**config.mk**
```make
export PLATFORM = sky130hd
export DESIGN_NAME = wdtc_top
export DESIGN_NICKNAME = d
export VERILOG_FILES = /design/src/rtl/wdtc_pkg.sv /design/src/rtl/wdtc_prescaler.sv /design/src/rtl/wdtc_top.sv
export VERILOG_INCLUDE_DIRS = /design/src /design/src/rtl
export SDC_FILE = /design/constraint.sdc
export NUM_CORES = 1
export LEC_CHECK = 0
export CORE_MARGIN = 2
export CORE_UTILIZATION = 46
export CTS_CLUSTER_DIAMETER = 40
export DETAILED_ROUTE_END_ITERATION = 8
export DONT_BUFFER_PORTS = 1
export GPL_TIMING_DRIVEN = 0
export PLACE_DENSITY = 0.64
export REMOVE_ABC_BUFFERS = 1
export SYNTH_ARGS = -nofsm -noshare
export SYNTH_HDL_FRONTEND = slang
export SYNTH_HIERARCHICAL = 1
export SYNTH_SLANG_ARGS = --single-unit
```
**constraint.sdc**
```tcl
create_clock -name aclk -period 4.8 [get_ports aclk]
set_input_delay 0 -clock aclk [delete_from_list [all_inputs] [get_ports aclk]]
set_output_delay 0 -clock aclk [all_outputs]
set_load 0.005 [all_outputs]
```
**src/rtl/wdtc_map.svh**
```systemverilog
/*
 Register indices, field positions, reset values and divider taps of the
 watchdog and tick control block. Assumes a 32-bit AXI4-Lite register bus.
*/
`ifndef WDTC_MAP_SVH
`define WDTC_MAP_SVH

// ----------------------------------------------------------------------
// Register indices (byte address is four times the index)
// ----------------------------------------------------------------------
`define WDTC_ADDR_W 17
`define WDTC_IDX_COUNT 15'h7023
`define WDTC_IDX_KEY 15'h7025
`define WDTC_IDX_TICK 15'h7027
`define WDTC_IDX_CTRL 15'h7029
`define WDTC_IDX_STAT 15'h7030
`define WDTC_IDX_MASK 15'h7031

// ----------------------------------------------------------------------
// Field positions and values
// ----------------------------------------------------------------------
`define WDTC_CTRL_FLAG_BIT 7
`define WDTC_CTRL_DIS_BIT 6
`define WDTC_GUARD_PATTERN 3'h5
`define WDTC_TICK_EN_BIT 6
`define WDTC_KEY_ARM 8'h55
`define WDTC_KEY_FIRE 8'hAA
`define WDTC_STAT_TICK 0
`define WDTC_STAT_DOG 1
`define WDTC_RESP_OKAY 2'h0
`define WDTC_RESP_SLVERR 2'h2
`define WDTC_SEL_RESET 3'h0
`define WDTC_DOG_STEPS 9'h101

// ----------------------------------------------------------------------
// Prescaler taps: low-bit masks that must read zero at an overflow
// ----------------------------------------------------------------------
`define WDTC_TICK_TAP0 14'h0003
`define WDTC_TICK_TAP1 14'h000F
`define WDTC_TICK_TAP2 14'h003F
`define WDTC_TICK_TAP3 14'h007F
`define WDTC_TICK_TAP4 14'h00FF
`define WDTC_TICK_TAP5 14'h01FF
`define WDTC_TICK_TAP6 14'h07FF
`define WDTC_TICK_TAP7 14'h3FFF
`define WDTC_DOG_TAP1 14'h0000
`define WDTC_DOG_TAP2 14'h0001
`define WDTC_DOG_TAP3 14'h0003
`define WDTC_DOG_TAP4 14'h0007
`define WDTC_DOG_TAP5 14'h000F
`define WDTC_DOG_TAP6 14'h001F
`define WDTC_DOG_TAP7 14'h003F

`endif

```
**src/rtl/wdtc_pkg.sv**
```systemverilog
/*
 Types of the watchdog and tick control block.
 Assumes nothing beyond a SystemVerilog compiler.
*/
package wdtc_pkg;

	// Service key sequencer
	typedef enum logic [1:0] {KEY_IDLE = 2'b01, KEY_ARMED = 2'b10} wdtc_key_st_t;

	// Watchdog overflow sequencer
	typedef enum logic [1:0] {DOG_RUN = 2'b01, DOG_LAST = 2'b10} wdtc_dog_st_t;

endpackage

```
**src/rtl/wdtc_prescaler.sv**
```systemverilog
/*
 Free-running prescaler of the slow timer clock.
 Assumes the slow clock pin is asynchronous to aclk and far slower.
*/
`timescale 1ns/1ns
module wdtc_prescaler
(
	input wire logic aclk,
	input wire logic aresetn,
	input wire logic ce,
	input wire logic slow_clk_pin,
	output logic slow_tick,
	output logic [13:0] presc_cnt
);

	logic sync1_r;
	logic sync2_r;
	logic sync3_r;
	logic tick_r;
	logic [13:0] cnt_r;

	// ------------------------------------------------------------------
	// Pin synchroniser, left unreset since it only carries samples
	// ------------------------------------------------------------------
	always_ff @(posedge aclk)
	begin
		if (ce)
		begin
			sync1_r <= slow_clk_pin;
			sync2_r <= sync1_r;
			sync3_r <= sync2_r;
		end
	end

	// Count rising edges; never cleared by servicing, only by reset
	always_ff @(posedge aclk)
	begin
		if (!aresetn)
		begin
			tick_r <= 1'b0;
			cnt_r <= 14'h0000;
		end
		else if (ce)
		begin
			tick_r <= sync2_r & ~sync3_r;
			if (sync2_r & ~sync3_r)
				cnt_r <= cnt_r + 14'h0001;
		end
	end

	assign slow_tick = tick_r;
	assign presc_cnt = cnt_r;

endmodule

```
**src/rtl/wdtc_top.sv**
```systemverilog
/*
 Watchdog and periodic tick control block with an AXI4-Lite slave.
 Assumes a 125 MHz aclk, a slow timer clock pin far slower than aclk and
 a system reset controller that acts on the one-cycle reset request.
*/
// Functional notes
// Tick tap select codes 0..7 divide slow clock by 4,16,64,128,256,512,2048,16384.
// Software always writes 101 into guard bits five down to three.
// Control write with wrong guard pattern requests a system reset.
// Guard bits always read back as zero.
// Reset flag set by watchdog reset only, held until software clears it.
// Disable bit honoured only when the high-voltage option was caught at reset.
// Watchdog tap codes 00x divide by 1, then 2 up to 64.
// Watchdog counts 257 prescaled clocks from clear before resetting.
// Servicing does not clear the prescaler.
// Software services the counter before every overflow.
// After disabling, software services once to clear any pending request.
// Key 55h then AAh clears the counter; any other key resets.
// After overflow one more prescaled cycle passes before reset.
// Tick flag on each overflow; enabled tick raises one request; disable drops it.
// Reading the key register returns the control register.
// Disable, guard and prescale fields reset to zero.
`timescale 1ns/1ns
`include "wdtc_map.svh"
module wdtc_top
(
	input wire logic aclk,
	input wire logic aresetn,
	input wire logic poresetn,
	input wire logic ce,
	input wire logic slow_timer_clock,
	input wire logic prog_supply_high,
	input wire logic tick_ack,
	input wire logic awvalid,
	output logic awready,
	input wire logic [16:0] awaddr,
	input wire logic wvalid,
	output logic wready,
	input wire logic [31:0] wdata,
	input wire logic [3:0] wstrb,
	output logic bvalid,
	input wire logic bready,
	output logic [1:0] bresp,
	input wire logic arvalid,
	output logic arready,
	input wire logic [16:0] araddr,
	output logic rvalid,
	input wire logic rready,
	output logic [31:0] rdata,
	output logic [1:0] rresp,
	output logic sys_reset_req,
	output logic irq,
	output logic periodic_tick_interrupt
);

	// ------------------------------------------------------------------
	// Declarations
	// ------------------------------------------------------------------
	logic awready_r, wready_r, bvalid_r, arready_r, rvalid_r;
	logic [1:0] bresp_r, rresp_r;
	logic [31:0] rdata_r;
	logic [14:0] wr_idx_r;
	logic [7:0] wr_data_r;
	logic wr_lane_r;
	logic wr_go, wr_hit;
	logic [14:0] rd_idx;
	logic [7:0] rd_val;
	logic rd_hit;
	logic [13:0] presc;
	logic slow_tick;
	logic hv_s1_r, hv_s2_r, hv_opt_r, hv_done_r;
	logic dog_flag_r, dog_dis_r;
	logic [2:0] dog_sel_r, tick_sel_r;
	logic tick_flag_r, tick_en_r, tick_irq_r;
	logic [7:0] dog_cnt_r;
	wdtc_pkg::wdtc_dog_st_t dog_st_r;
	wdtc_pkg::wdtc_key_st_t key_st_r;
	logic [1:0] stat_r, mask_r;
	logic irq_r, sys_reset_r;
	logic [13:0] tick_mask, dog_mask;
	logic tick_ovf, dog_step, dog_run, dog_fire, dog_ovf;
	logic wr_ctrl, wr_key, wr_tick, guard_bad, key_bad, key_clear;
	logic rd_stat;
	logic [7:0] ctrl_view;

	// ------------------------------------------------------------------
	// Slow clock prescaler
	// ------------------------------------------------------------------
	wdtc_prescaler u_presc
	(
		.aclk(aclk),
		.aresetn(aresetn),
		.ce(ce),
		.slow_clk_pin(slow_timer_clock),
		.slow_tick(slow_tick),
		.presc_cnt(presc)
	);

	// tick tap decode
	always_comb
	begin
		case (tick_sel_r)
			3'h0: tick_mask = `WDTC_TICK_TAP0;
			3'h1: tick_mask = `WDTC_TICK_TAP1;
			3'h2: tick_mask = `WDTC_TICK_TAP2;
			3'h3: tick_mask = `WDTC_TICK_TAP3;
			3'h4: tick_mask = `WDTC_TICK_TAP4;
			3'h5: tick_mask = `WDTC_TICK_TAP5;
			3'h6: tick_mask = `WDTC_TICK_TAP6;
			default: tick_mask = `WDTC_TICK_TAP7;
		endcase
	end

	// watchdog tap decode, codes 0 and 1 share the undivided tap
	always_comb
	begin
		case (dog_sel_r)
			3'h2: dog_mask = `WDTC_DOG_TAP2;
			3'h3: dog_mask = `WDTC_DOG_TAP3;
			3'h4: dog_mask = `WDTC_DOG_TAP4;
			3'h5: dog_mask = `WDTC_DOG_TAP5;
			3'h6: dog_mask = `WDTC_DOG_TAP6;
			3'h7: dog_mask = `WDTC_DOG_TAP7;
			default: dog_mask = `WDTC_DOG_TAP1;
		endcase
	end

	// An overflow is the cycle the selected low bits have just wrapped
	assign tick_ovf = slow_tick && ((presc & tick_mask) == 14'h0000);
	assign dog_step = slow_tick && ((presc & dog_mask) == 14'h0000);
	// disable only counts when the option was caught at reset
	assign dog_run = !(hv_opt_r && dog_dis_r);
	// fire one prescaled step after the counter wrapped
	assign dog_fire = dog_step && dog_run && (dog_st_r == wdtc_pkg::DOG_LAST);
	assign dog_ovf = dog_step && dog_run && (dog_st_r == wdtc_pkg::DOG_RUN)
		&& (dog_cnt_r == 8'hFF);

	// ------------------------------------------------------------------
	// AXI4-Lite write channel: address and data taken in either order
	// ------------------------------------------------------------------
	always_ff @(posedge aclk)
	begin
		if (!aresetn)
		begin
			awready_r <= 1'b1;
			wready_r <= 1'b1;
			bvalid_r <= 1'b0;
			bresp_r <= `WDTC_RESP_OKAY;
			wr_idx_r <= 15'h0000;
			wr_data_r <= 8'h00;
			wr_lane_r <= 1'b0;
		end
		else if (ce)
		begin
			if (awvalid && awready_r)
			begin
				awready_r <= 1'b0;
				wr_idx_r <= awaddr[16:2];
			end
			if (wvalid && wready_r)
			begin
				wready_r <= 1'b0;
				wr_data_r <= wdata[7:0];
				wr_lane_r <= wstrb[0];
			end
			if (wr_go)
			begin
				bvalid_r <= 1'b1;
				bresp_r <= wr_hit ? `WDTC_RESP_OKAY : `WDTC_RESP_SLVERR;
			end
			else if (bvalid_r && bready)
			begin
				bvalid_r <= 1'b0;
				awready_r <= 1'b1;
				wready_r <= 1'b1;
			end
		end
	end

	// The write takes effect once both halves are held
	assign wr_go = !awready_r && !wready_r && !bvalid_r;
	assign wr_hit = (wr_idx_r == `WDTC_IDX_COUNT) || (wr_idx_r == `WDTC_IDX_KEY)
		|| (wr_idx_r == `WDTC_IDX_TICK) || (wr_idx_r == `WDTC_IDX_CTRL)
		|| (wr_idx_r == `WDTC_IDX_STAT) || (wr_idx_r == `WDTC_IDX_MASK);
	// Only the low byte lane carries register data
	assign wr_ctrl = wr_go && wr_lane_r && (wr_idx_r == `WDTC_IDX_CTRL);
	assign wr_key = wr_go && wr_lane_r && (wr_idx_r == `WDTC_IDX_KEY);
	assign wr_tick = wr_go && wr_lane_r && (wr_idx_r == `WDTC_IDX_TICK);
	// guard check on every control write
	assign guard_bad = wr_ctrl && (wr_data_r[5:3] != `WDTC_GUARD_PATTERN);
	// key check: only the two key values are tolerated
	assign key_bad = wr_key && (wr_data_r != `WDTC_KEY_ARM)
		&& (wr_data_r != `WDTC_KEY_FIRE);
	assign key_clear = wr_key && (wr_data_r == `WDTC_KEY_FIRE)
		&& (key_st_r == wdtc_pkg::KEY_ARMED);

	// ------------------------------------------------------------------
	// AXI4-Lite read channel
	// ------------------------------------------------------------------
	assign rd_idx = araddr[16:2];
	// guard bits always read as zero
	assign ctrl_view = {dog_flag_r, dog_dis_r, 3'h0, dog_sel_r};

	// Read mux; an unmapped index answers zero with an error
	always_comb
	begin
		rd_hit = 1'b1;
		if (rd_idx == `WDTC_IDX_COUNT)
			rd_val = dog_cnt_r;
		// key register reads back the control register
		else if ((rd_idx == `WDTC_IDX_KEY) || (rd_idx == `WDTC_IDX_CTRL))
			rd_val = ctrl_view;
		else if (rd_idx == `WDTC_IDX_TICK)
			rd_val = {tick_flag_r, tick_en_r, 3'h0, tick_sel_r};
		else if (rd_idx == `WDTC_IDX_STAT)
			rd_val = {6'h00, stat_r};
		else if (rd_idx == `WDTC_IDX_MASK)
			rd_val = {6'h00, mask_r};
		else
		begin
			rd_val = 8'h00;
			rd_hit = 1'b0;
		end
	end

	assign rd_stat = arvalid && arready_r && (rd_idx == `WDTC_IDX_STAT);

	// One read at a time; data registered one cycle after the address
	always_ff @(posedge aclk)
	begin
		if (!aresetn)
		begin
			arready_r <= 1'b1;
			rvalid_r <= 1'b0;
			rdata_r <= 32'h00000000;
			rresp_r <= `WDTC_RESP_OKAY;
		end
		else if (ce)
		begin
			if (arvalid && arready_r)
			begin
				arready_r <= 1'b0;
				rvalid_r <= 1'b1;
				rdata_r <= {24'h000000, rd_val};
				rresp_r <= rd_hit ? `WDTC_RESP_OKAY : `WDTC_RESP_SLVERR;
			end
			else if (rvalid_r && rready)
			begin
				rvalid_r <= 1'b0;
				arready_r <= 1'b1;
			end
		end
	end

	// ------------------------------------------------------------------
	// High-voltage option, caught once after reset release
	// ------------------------------------------------------------------
	always_ff @(posedge aclk)
	begin
		if (ce)
		begin
			hv_s1_r <= prog_supply_high;
			hv_s2_r <= hv_s1_r;
		end
	end

	// latch the supply level once; later changes are ignored
	always_ff @(posedge aclk)
	begin
		if (!aresetn)
		begin
			hv_opt_r <= 1'b0;
			hv_done_r <= 1'b0;
		end
		else if (ce && !hv_done_r)
		begin
			hv_opt_r <= hv_s2_r;
			hv_done_r <= 1'b1;
		end
	end

	// ------------------------------------------------------------------
	// Control register fields
	// ------------------------------------------------------------------
	// fields cleared by reset, shortest timeout
	always_ff @(posedge aclk)
	begin
		if (!aresetn)
		begin
			dog_dis_r <= 1'b0;
			dog_sel_r <= `WDTC_SEL_RESET;
		end
		else if (ce && wr_ctrl && !guard_bad)
		begin
			dog_dis_r <= wr_data_r[`WDTC_CTRL_DIS_BIT];
			dog_sel_r <= wr_data_r[2:0];
		end
	end

	// flag survives system reset; only power-on or a software zero clears it, set wins
	always_ff @(posedge aclk)
	begin
		if (!poresetn)
			dog_flag_r <= 1'b0;
		else if (ce)
		begin
			if (dog_fire)
				dog_flag_r <= 1'b1;
			else if (wr_ctrl && !guard_bad && !wr_data_r[`WDTC_CTRL_FLAG_BIT])
				dog_flag_r <= 1'b0;
		end
	end

	// ------------------------------------------------------------------
	// Service key sequencer
	// ------------------------------------------------------------------
	// arm on 55h, fire on AAh; repeated keys keep their meaning
	always_ff @(posedge aclk)
	begin
		if (!aresetn)
			key_st_r <= wdtc_pkg::KEY_IDLE;
		else if (ce && wr_key)
		begin
			case (key_st_r)
				wdtc_pkg::KEY_IDLE:
					if (wr_data_r == `WDTC_KEY_ARM)
						key_st_r <= wdtc_pkg::KEY_ARMED;
				wdtc_pkg::KEY_ARMED:
					if (wr_data_r != `WDTC_KEY_ARM)
						key_st_r <= wdtc_pkg::KEY_IDLE;
				default:
					key_st_r <= wdtc_pkg::KEY_IDLE;
			endcase
		end
	end

	// ------------------------------------------------------------------
	// Watchdog counter and overflow sequencer
	// ------------------------------------------------------------------
	// counter steps once per prescaled clock; R9 prescaler untouched
	always_ff @(posedge aclk)
	begin
		if (!aresetn)
		begin
			dog_cnt_r <= 8'h00;
			dog_st_r <= wdtc_pkg::DOG_RUN;
		end
		else if (ce)
		begin
			if (key_clear)
			begin
				dog_cnt_r <= 8'h00;
				dog_st_r <= wdtc_pkg::DOG_RUN;
			end
			else if (dog_step && dog_run)
			begin
				case (dog_st_r)
					wdtc_pkg::DOG_RUN:
					begin
						dog_cnt_r <= dog_cnt_r + 8'h01;
						if (dog_cnt_r == 8'hFF)
							dog_st_r <= wdtc_pkg::DOG_LAST;
					end
					wdtc_pkg::DOG_LAST:
						dog_st_r <= wdtc_pkg::DOG_RUN;
					default:
						dog_st_r <= wdtc_pkg::DOG_RUN;
				endcase
			end
		end
	end

	// one-cycle system reset request from any of three causes
	always_ff @(posedge aclk)
	begin
		if (!aresetn)
			sys_reset_r <= 1'b0;
		else if (ce)
			sys_reset_r <= guard_bad || key_bad || dog_fire;
	end

	// ------------------------------------------------------------------
	// Tick control and request
	// ------------------------------------------------------------------
	// flag set on every overflow; a software zero clears, set wins
	always_ff @(posedge aclk)
	begin
		if (!aresetn)
		begin
			tick_flag_r <= 1'b0;
			tick_en_r <= 1'b0;
			tick_sel_r <= `WDTC_SEL_RESET;
		end
		else if (ce)
		begin
			if (tick_ovf)
				tick_flag_r <= 1'b1;
			else if (wr_tick && !wr_data_r[7])
				tick_flag_r <= 1'b0;
			if (wr_tick)
			begin
				tick_en_r <= wr_data_r[`WDTC_TICK_EN_BIT];
				tick_sel_r <= wr_data_r[2:0];
			end
		end
	end

	// request raised at the overflow, dropped by ack or by disable
	always_ff @(posedge aclk)
	begin
		if (!aresetn)
			tick_irq_r <= 1'b0;
		else if (ce)
		begin
			if (!tick_en_r)
				tick_irq_r <= 1'b0;
			else if (tick_ovf)
				tick_irq_r <= 1'b1;
			else if (tick_ack)
				tick_irq_r <= 1'b0;
		end
	end

	// ------------------------------------------------------------------
	// Sticky status, mask and interrupt line
	// ------------------------------------------------------------------
	// A status read clears the bits it returned; a new event still wins
	always_ff @(posedge aclk)
	begin
		if (!aresetn)
		begin
			stat_r <= 2'h0;
			mask_r <= 2'h0;
			irq_r <= 1'b0;
		end
		else if (ce)
		begin
			stat_r[`WDTC_STAT_TICK] <= tick_ovf || (stat_r[`WDTC_STAT_TICK] && !rd_stat);
			stat_r[`WDTC_STAT_DOG] <= dog_ovf || (stat_r[`WDTC_STAT_DOG] && !rd_stat);
			if (wr_go && wr_lane_r && (wr_idx_r == `WDTC_IDX_MASK))
				mask_r <= wr_data_r[1:0];
			irq_r <= |(stat_r & mask_r);
		end
	end

	assign awready = awready_r;
	assign wready = wready_r;
	assign bvalid = bvalid_r;
	assign bresp = bresp_r;
	assign arready = arready_r;
	assign rvalid = rvalid_r;
	assign rdata = rdata_r;
	assign rresp = rresp_r;
	assign sys_reset_req = sys_reset_r;
	assign irq = irq_r;
	assign periodic_tick_interrupt = tick_irq_r;

	// ------------------------------------------------------------------
	// Checks
	// ------------------------------------------------------------------
	logic [8:0] steps_r;
	logic rd_ctrl_r;
	logic [3:0] tick_exp;

	// Tap exponent of each tick code, built apart from the mask table
	assign tick_exp = (tick_sel_r < 3'h3) ? {tick_sel_r, 1'b0} + 4'h2
		: (tick_sel_r < 3'h6) ? {1'b0, tick_sel_r} + 4'h4 : (tick_sel_r == 3'h6) ? 4'hB : 4'hE;

	// Prescaled steps since the last clear, for the timeout check
	always_ff @(posedge aclk)
	begin
		if (!aresetn || key_clear)
			steps_r <= 9'h000;
		else if (ce && dog_step && dog_run && (steps_r != 9'h1FF))
			steps_r <= steps_r + 9'h001;
	end

	// Remembers that the pending read targets the key or control view
	always_ff @(posedge aclk)
	begin
		if (!aresetn)
			rd_ctrl_r <= 1'b0;
		else if (ce && arvalid && arready_r)
			rd_ctrl_r <= (rd_idx == `WDTC_IDX_KEY) || (rd_idx == `WDTC_IDX_CTRL);
	end
endmodule

```
* After elaboration in Yosys (flattened, before gate mapping) *
Index checks and enable logic that the tools add are counted.

cells by class
  add/subtract/negate cells = 2
  equality and inequality tests = 38
  muxes and demuxes = 43
  bitwise logic cells = 5
  reductions and logical operators = 77

operators with widths
  operator                                                number
  == test 15 bit (second input constant)                  12
  one-hot mux 14 bit (7 select lines)                     1
  two-way mux 8 bit                                       6
  one-hot mux 6 bit (6 select lines)                      1
  logical AND 1 bit                                       34
  bitwise AND 14 bit                                      2
  zero test 14 bit                                        2
  two-way mux 1 bit                                       24
  AND reduction 2 bit                                     12
  == test 3 bit (second input constant)                   7
  two-way mux 2 bit                                       10
  == test 8 bit (second input constant)                   2
  adder 14 x 1 -> 14 bit (second input constant)          1
  == test 3 x 2 -> 1 bit (second input constant)          4
  nonzero test 2 bit                                      6
  logical OR 1 bit                                        10
  AND reduction 3 bit                                     3
  adder 8 x 1 -> 8 bit (second input constant)            1
  == test 8 x 7 -> 1 bit (second input constant)          1
  zero test 1 bit                                         8
  inequality test 8 x 7 -> 1 bit (second input constant)  1
  inequality test 8 bit (second input constant)           1
  inequality test 3 x 2 -> 1 bit (second input constant)  2
  == test 2 x 1 -> 1 bit (second input constant)          2
  other kinds (11)                                        12

word-level totals
  register bits = 92
  bits of input ports = 82
  output and inout port bits = 44

* Logic depth before layout (Yosys ltp) *
Gate-level depths: netlist of the first run.

  depth after elaboration = 11
  mapped depth = 6
  mapped depth without buffers = 5

* Hierarchy *
The synthesis of the first run kept the hierarchy.

modules (own cells, without submodules)
  module          instances  cells each  area an instance (µm²)  sequential area each (µm²)
  wdtc_top        1          434         3,547.2                 1,461.4
  wdtc_prescaler  1          77          770.7                   390.4

* Worst setup path before layout of the first run *
No wires, ideal clock.

  path kind = register to register
  start = register wr_idx_r[8]
  end = register dog_cnt_r[0]
  arrival time = 1.861 ns
  data required time = 4.685 ns
  setup slack = 2.824 ns
  cell stages (with the launch flop) = 6
  path buffers = 1
  period minus slack after synthesis = 1.976 ns
  path through = dfxtp_1 > or4_1 > nor4_2 > a41oi_1 > clkbuf_1 > and2_1

on the way
  word-level cells in the longest chain between the ends = 6

ends and longest elaborated chain
  element                            RTL line         RTL
  start: declaration                 wdtc_top.sv:62   logic [14:0] wr_idx_r;
  start signal: assignment           wdtc_top.sv:158  wr_idx_r <= awaddr[16:2];
  == test 15 bit (no line) *         -
  logical AND 1 bit *                wdtc_top.sv:187  assign wr_key = wr_go && wr_lane_r && (wr_idx_r == `WDTC_IDX_KEY);
  logical AND 1 bit * (2 in series)  wdtc_top.sv:194  assign key_clear = wr_key && (wr_data_r == `WDTC_KEY_FIRE)
  nonzero test 2 bit (no line)       -
  AND reduction 3 bit (no line)      -
  end signal: assignment             wdtc_top.sv:360  dog_cnt_r <= dog_cnt_r + 8'h01;
  end: declaration                   wdtc_top.sv:75   logic [7:0] dog_cnt_r;

Every way passes the cells marked *; elsewhere a longest branch is shown, timed or not.
A chain may end at the register's enable or synchronous reset.

* Final worst setup path of the first run *
  start = register wr_data_r[7]
  end = register dog_st_r[1]

on the way
  word-level cells in the longest chain between the ends = 5

ends and longest elaborated chain
  element                                                                                RTL line         RTL
  start: declaration                                                                     wdtc_top.sv:63   logic [7:0] wr_data_r;
  start signal: assignment                                                               wdtc_top.sv:163  wr_data_r <= wdata[7:0];
  == test 8 bit (no line) *                                                              -
  logical AND 1 bit * (2 in series)                                                      wdtc_top.sv:194
  inequality test 3 x 2 -> 1 bit (no line) / nonzero test 2 bit (equally long branches)  -
  AND reduction 3 bit (no line)                                                          -
  end signal: assignment                                                                 wdtc_top.sv:346  dog_st_r <= wdtc_pkg::DOG_RUN;
  end signal: assignment                                                                 wdtc_top.sv:353  dog_st_r <= wdtc_pkg::DOG_RUN;
  end signal: assignment                                                                 wdtc_top.sv:362  dog_st_r <= wdtc_pkg::DOG_LAST;
  end: declaration                                                                       wdtc_top.sv:76   wdtc_pkg::wdtc_dog_st_t dog_st_r;

Marked as above.

==> results.cfg, run 1 <==
[cells_and_area]
synthToLayoutAreaGrowth_pct = 13.0
drive_gt1_frac = 0.0493
n_antenna_cell = 0
final_cell_count_no_fill = 659
layout.nets = 627
nFillCells = 853
seq_area_um2 = 1850
multi_input_area_um2 = 2230

[flow_run]
drv_cap = 0

[sta]
fin_tns_setup_ns = 0
finalCritPeriodShare = 0.580
tightest_slew_ns = 1.14
drv_slew = 0
fmax_ghz = 0.359
clock_skew_ns = 0.0133
maxSlewHeadroom = 0.231
period_needed_ns = 2.79
setup_viol = 0
fin_ws_ns = 2.01
rsz0062_at_grt = false
hold_violations = 0

[critical_path]
max_stage_delay_ns = 0.62
critPathKind = flip-flop to flip-flop
rrSetupSlack_ns = 2.01
path_cells = or4bb_1 -> nor4_1 -> a41oi_1 -> a21boi_0 -> a21o_1
cp_max_fo = 14
crit_arrival_ns = 3.05
setup.worst_path.end_class = flip-flop
startpoint_type = flip-flop
critPathRequiredTime_ns = 5.07
critPathSlowestCell = a41oi_1

[routing]
vias_per_cell = 5.58
vias = 3675
wirelength_um = 10400
ant_nets = 0
drtIter0Drc = 182
firstDrtPassIters = 4
drc = 0
wire_per_inst_um = 15.7

[yosys]
yosys_warnings = 6
async_flop_share = 0
post_synth.cell_area_avg_um2 = 8.45
ys_ff_latch = 90
seq_area_frac_synth = 0.429
syn_area_um2 = 4320
ys_types = 60
synth-edff-count = 5
synth_cells = 511
ys_dominant_reg_cell = dfxtp_1

[cts]
cts_buffers = 9
cts_resized = 0
clock_latency_ns = 0.36
root_buffer = clkbuf_8
cts_tree = built
cts_setup_buffers = 0
h-tree-depth = 3
clkTransAtPathRegs_ns = 0.10
holdBufCountCts = 42
cts.sinks = 90
cts.path.max_buffers = 2

[global_route]
gr-total-overflow = 0
grt_pass1_wl_um = 16900
grt.total_usage = 0.210
grt_pass1_vias = 3510
grt_max_degree = 55
antenna_found_initial = 1

[floorplanning]
dieArea_um2 = 10200
die_w_um = 101
pin_count = 126
die_h_um = 101
core_um2 = 9150
initial_core_util = 0.472
rows = 35

[outcome]
outcome = finished, final reports clean

[place]
pre_cts_ws_ns = 2.08
dp_hpwl_um = 6660
port_buffers = 0
dp.cells = 601
finalWeightedCongestion = 0.789

[power]
cellLeakagePower_nw = 1.80
finalPower_mw = 1.40
vdd_drop_max_mv = 0.163
p_per_area_nw_per_um2 = 287

[hold_path]
min_path_type = primary input to flip-flop
==> layer usage <==
metal | share of wire | global-route usage | vias up
met5 | 0 | 0 | -
met4 | 0.0094 | 0.0590 | 0
met3 | 0.073 | 0.0423 | 9
met2 | 0.46 | 0.339 | 117
met1 | 0.45 | 0.284 | 1727
li1 | - | - | 1822
==> power by group <==
part,internal [mW],switching [mW],total [mW]
Combinational,0.0487,0.0594,0.108
Sequential,0.773,0.0192,0.792
Clock,0.221,0.277,0.498
Total,1.04,0.356,1.40
==> placed cells by master (no fill, tap or decap), drive strengths merged, types with 3 or more instances in the layout <==
master       count
dfxtp           85
nand2           78
a21oi           56
dlygate4sd3     42
nor2            39
conb            26
mux2i           22
nand3           18
o21ai           14
inv             14
nand2b          13
nand4           12
clkbuf          11
xor2             8
and3             8
nor3             7
or4              6
nor4             6
o211ai           5
a211o            5
and2             5
xnor2            5
edfxtp           5
nand3b           4
a31oi            4
nor4b            3
nor2b            3
or4bb            3
o31ai            3
a21o             3
clkinvlp         3
a21boi           3
==> critical path, delay by kind of cell (launching register included) <==
family             cells  cell delay [ns]
and+or+nand+nor        2             1.07
DFF                    1             0.44
AOI/OAI and AO/OA      3             1.18
==> synth_stat cells, types with 7 or more instances <==
cell type | count | area, um2
nand2b_1 | 13 | 81.3
mux2i_1 | 22 | 220
nand4_1 | 12 | 75.1
nor2_1 | 39 | 146
o21ai_0 | 14 | 70.1
buf_4 | 26 | 195
dfxtp_1 | 85 | 1700
a21oi_1 | 56 | 280
inv_1 | 12 | 45.0
nand3_1 | 18 | 90.1
and3_1 | 7 | 43.8
nor3_1 | 7 | 35.0
clkbuf_1 | 17 | 63.8
nand2_1 | 77 | 289
xor2_1 | 8 | 70.1
==> registers in the layout, summed over array words and instances (netlist names), 2 cells and up <==
signal / cells
wr_idx_r: 15
mask_r: 2
wr_data_r: 8
tick_sel_r: 3
rdata: 8
u_presc/presc_cnt: 14
dog_st_r: 2
dog_cnt_r: 8
key_st_r: 2
stat_r: 2
dog_sel_r: 3
==> metrics by stage <==
step | hold WS [ns] | area, um2 | utilization
floorplan | 0.0762 | 4130 | -
global placement | 0.0821 | 4270 | 0.467
detailed placement | 0.0950 | 4270 | 0.467
CTS | 0.00163 | 4880 | 0.533
global route | 0.0254 | 4880 | 0.533
finish | 0.0137 | 4880 | 0.533
==> path summary, 6_finish.rpt <==
path,from,depth (start not counted),end
min reg2reg,u_presc/sync1_r,0,u_presc/sync2_r
max reg2reg,wr_data_r[7],5,dog_st_r[1]
max,wr_data_r[7],5,dog_st_r[1]
min,araddr[4],3,rdata[6]
==> layout make-up <==
cell class                 instances  share of cell area
timing repair buffer              42              0.0861
tap                              111              0.0285
inverter                          13              0.0100
sequential                        90               0.379
clock inverter                     5             0.00743
clock buffer                      11              0.0313
multi-input combinational        387               0.457
==> cell families after synthesis <==
kind of cell,synth area share
AND/OR/NAND/NOR,0.257
AO/OA/AOI/OAI,0.151
flip-flops,0.429
buffers and inverters,0.0759
multiplexers,0.0536
XOR/XNOR,0.0264
adder cells (fa/ha/maj),0.00579
other,0.000868
No activity file was read; power rests on OpenSTA's default activity.
==> inputs of run 2 (changes only) <==
PLACE_DENSITY = 0.66   (was 0.64)
clock period = 2.3 ns   (was 4.8 ns; I/O delays follow)
==> run 2 against run 1 <==
  * Core utilization increased by 1.6 points
  * Combinational power rose by 120%
  * Global-route usage decreased by 0.28 points
  * Critical path depth increased by 2
  * Setup slack lost 1.9 ns
  * Via count is 2.6% higher
  * Critical endpoint is now rdata[1]
==> results.cfg, run 2 (synthesis results as in run 1) <==
[outcome]
outcome = finished, final reports clean

[floorplanning]
die_w_um = 101
initial_core_util = 0.472
pin_count = 126
core_um2 = 9150
rows = 35
die_h_um = 101
dieArea_um2 = 10200

[cells_and_area]
synthToLayoutAreaGrowth_pct = 16.4
final_util = 0.549
drive_gt1_frac = 0.0717
final_cell_count_no_fill = 669
regMostFlops = wr_idx_r
layout.nets = 637
layout_commonest_cell = dfxtp_1
largest_register_ffs = 15
final_cell_mix = dfxtp_1, nand2_1, a21oi_1
n_antenna_cell = 0

[power]
vdd_drop_max_mv = 0.400
p_per_area_nw_per_um2 = 588
cellLeakagePower_nw = 1.87

[cts]
h-tree-depth = 3
clkTransAtPathRegs_ns = 0.08
cts.sinks = 90
root_buffer = clkbuf_8
cts_tree = built
cts_buffers = 9
cts.path.max_buffers = 2
clock_latency_ns = 0.35

[hold_path]
min_path_type = primary input to flip-flop

[place]
port_buffers = 0
finalWeightedCongestion = 0.795
dp_hpwl_um = 6610
dp.cells = 601

[routing]
drc = 0
firstDrtPassIters = 4
wirelength_um = 10100
ant_nets = 0
vias = 3772
vias_per_cell = 5.64
drtIter0Drc = 167
wire_per_inst_um = 15.2

[sta]
fmax_ghz = 0.460
drv_slew = 0
setup_viol = 0
finalCritPeriodShare = 0.945
tightest_slew_ns = 0.953
maxSlewHeadroom = 0.362
clock_skew_ns = 0.00778
period_needed_ns = 2.17
rsz0062_at_grt = false
hold_violations = 0

[flow_run]
drv_cap = 0

[critical_path]
setup.worst_path.end_class = flip-flop
critPathKind = primary input to flip-flop
startpoint_type = primary input
crit_arrival_ns = 2.46
cp_max_fo = 4
critPathRequiredTime_ns = 2.59

[global_route]
antenna_found_initial = 0
grt_max_degree = 55
gr-total-overflow = 0
grt_pass1_vias = 3445
grt.total_usage = 0.207
grt_pass1_wl_um = 16800
run 2: cell count changes in the layout (fill, tap and decap cells not counted), sizes merged:
cell,previous run,this run
clkinv,1,3
clkbuf,11,9
buf,0,8
bufinv,0,1
clkinvlp,3,2
dlygate4sd3,42,44
run 2: final timing paths:
path / slack [ns] / start / endpoint / cells after the start
worst max-delay path: 0.13 / araddr[5] / rdata[1] / 7
worst min register to register: 0.43 / u_presc/sync1_r / u_presc/sync2_r / 0
worst min-delay path: 0.01 / araddr[4] / rdata[7] / 3
worst max register to register: 0.15 / wr_data_r[7] / dog_st_r[1] / 6
run 2: stage by stage:
| stage | TNS (ns) | total power [mW] | cell area (um2) | hold WS [ns] | setup slack, ns |
|---|---|---|---|---|---|
| floorplan | 0 | 1.80 | 4130 | 0.0762 | 0.108 |
| finish | 0 | 2.96 | 5030 | 0.0101 | 0.128 |
| global placement | -1.81 | 1.83 | 4270 | 0.0821 | -0.345 |
| CTS | -0.000190 | 2.97 | 4950 | 0.000730 | -0.000190 |
| detailed placement | -2.27 | 1.84 | 4270 | 0.0843 | -0.387 |
| global route | 0 | 3.11 | 5030 | 0.0151 | 0.0212 |
run 2: routing by layer:
layer	GRT usage	share of wire	wire length, um
met1	0.296	0.48	4840
met2	0.324	0.45	4590
met3	0.0354	0.061	622
met4	0.0537	0.0081	82
met5	0	0	0
run 2: timing repair:
action | CTS | global route
buffers inserted | 1 | 7
resized for setup | 5 | 3
pin swaps | 1 | 4
setup endpoints to repair | 10 | 19
hold endpoints to repair | 68 | 0
hold buffers | 44 | 0
run 2: report_power, final:
| part | internal [mW] | switching, mW | total [mW] |
|---|---|---|---|
| combinational | 0.110 | 0.127 | 0.237 |
| clock | 0.500 | 0.566 | 1.07 |
| sequential | 1.61 | 0.0403 | 1.65 |
| total | 2.22 | 0.733 | 2.96 |
run 2: layout make-up:
type | count | area, um2
Inverter | 13 | 48.8
Multi-Input combinational cell | 387 | 2290
Clock inverter | 7 | 68.8
Fill cell | 852 | 4130
Sequential cell | 90 | 1850
Timing Repair Buffer | 52 | 500
Clock buffer | 9 | 124
Tap cell | 111 | 139
run 2: critical path: stages:
cell and delay [ns]:
dlygate4sd3_1 0.57, or4b_2 0.68, nor2_1 0.14, a31oi_1 0.05
a211o_1 0.28, a21oi_1 0.16, dlygate4sd3_1 0.57
==> inputs of run 3 (changes only) <==
PLACE_DENSITY = 0.59   (was 0.66)
==> run 3 against run 2 <==
  * Register-to-register slack hardly changed
  * Largest power group unchanged
  * Setup slack better by 0.016 ns
  * Combinational power is 2% higher
  * Sequential share of layout area is 0.24 points lower
  * Core utilization is 0.40 points higher
  * Global-route usage is 0.67 points higher
  * Critical path depth is 1 lower
  * Sequential power hardly changed
  * Wire length is 2.6% higher
  * Final cell count is 0.30% higher
  * Flip-flop and latch count stayed put
==> results.cfg, run 3 (synthesis results as in run 1) <==
[cells_and_area]
layout.nets = 640
nFillCells = 839
multi_input_area_um2 = 2280
layout_commonest_cell = dfxtp_1
drive_gt1_frac = 0.0607
n_antenna_cell = 0
final_area_um2 = 5060
final_cell_count_no_fill = 671
synthToLayoutAreaGrowth_pct = 17.3
seq_area_um2 = 1850
largest_register_ffs = 15
final_cell_mix = dfxtp_1, nand2_1, a21oi_1
regMostFlops = wr_idx_r

[global_route]
grt_pass1_vias = 3507
grt_max_degree = 55
gr-total-overflow = 0
grt_pass1_wl_um = 17400
grt.total_usage = 0.214
antenna_found_initial = 0

[sta]
finalCritPeriodShare = 0.938
maxSlewHeadroom = 0.353
tightest_slew_ns = 0.969
clock_skew_ns = 0.0101
drv_slew = 0
whs_ns = 0.0303
fin_tns_setup_ns = 0
rsz0062_at_grt = false
setup_viol = 0
hold_violations = 0
fmax_ghz = 0.464
period_needed_ns = 2.16

[critical_path]
critPathKind = flip-flop to flip-flop
crit_arrival_ns = 2.44
reg2reg_from = wr_data_r[1]
cp_max_fo = 7
setup.worst_path.end_class = flip-flop
critPathRequiredTime_ns = 2.59
startpoint_type = flip-flop
critPathLaunch = wr_data_r[1]

[floorplanning]
pin_count = 126
die_h_um = 101
rows = 35
die_w_um = 101
dieArea_um2 = 10200
core_um2 = 9150
initial_core_util = 0.472

[hold_path]
holdCritStartpoint = araddr[5]
min_path_type = primary input to flip-flop

[routing]
vias = 3680
drc = 0
vias_per_cell = 5.48
ant_nets = 0
wire_per_inst_um = 15.5
firstDrtPassIters = 4
drtIter0Drc = 111
wirelength_um = 10400

[place]
post_dp_cell_area_um2 = 4270
dp_hpwl_um = 6580
dp.cells = 601
finalWeightedCongestion = 0.799
port_buffers = 0

[power]
vdd_drop_max_mv = 0.311
p_per_area_nw_per_um2 = 590
finalPower_mw = 2.99
cellLeakagePower_nw = 1.87

[cts]
root_buffer = clkbuf_8
cts.path.max_buffers = 2
cts.sinks = 90
cts_buffers = 9
clkTransAtPathRegs_ns = 0.09
clock_latency_ns = 0.36
h-tree-depth = 3
cts_tree = built

[flow_run]
drv_cap = 0

[outcome]
outcome = finished, final reports clean
-- run 3: cell types whose count changed in the layout (fill, tap and decap cells not counted), sizes merged --
cell         delta
dlygate4sd3     +9
clkbuf          +1
inv             -1
buf             -6
clkinv          -1
-- run 3: where the power goes --
part	total [mW]	internal (mW)	switching, mW
Sequential	1.65	1.61	0.0400
Combinational	0.242	0.117	0.125
Clock	1.09	0.522	0.569
-- run 3: path summary, 6_finish.rpt --
kind	to	slack (ns)	depth (start not counted)
worst max-delay path	dog_cnt_r[7]	0.14	6
worst min-delay path	rresp[1]	0.03	3
worst max register to register	dog_cnt_r[7]	0.14	6
worst min register to register	u_presc/sync2_r	0.42	0
-- run 3: worst max-delay path: stages, from the launching register on --
cell and delay (ns):
dfxtp_1 0.47, or4bb_1 0.50, nor4_4 0.35, nand4_1 0.14
buf_4 0.21, a21oi_1 0.18, mux2i_1 0.23
-- run 3: routing by layer --
layer	global-route usage	vias to the layer above	share of wire
met2	0.336	113	0.46
met4	0.0632	0	0.0067
met1	0.295	1713	0.47
met3	0.0451	6	0.064
met5	0	-	0
li1	-	1848	-
-- run 3: timing repair --
action | CTS | global route
hold buffers | 53 | 0
pin swaps | 1 | 2
gates resized for setup | 4 | 6
setup buffers | 1 | 1
endpoints found under the hold margin | 70 | 0
endpoints found under the setup margin | 10 | 18
-- run 3: stage by stage --
step,utilization,worst slack (ns)
floorplan,-,0.108
global placement,0.467,-0.392
detailed placement,0.467,-0.434
CTS,0.550,0.000214
global route,0.553,0.0237
finish,0.553,0.144
-- run 3: final cells by class --
type | instances | area share
Multi-Input combinational cell | 387 | 0.451
Sequential cell | 90 | 0.366
Timing Repair Buffer | 55 | 0.108
Tap cell | 111 | 0.0274
Clock buffer | 10 | 0.0272
Clock inverter | 5 | 0.0109
Inverter | 13 | 0.00964
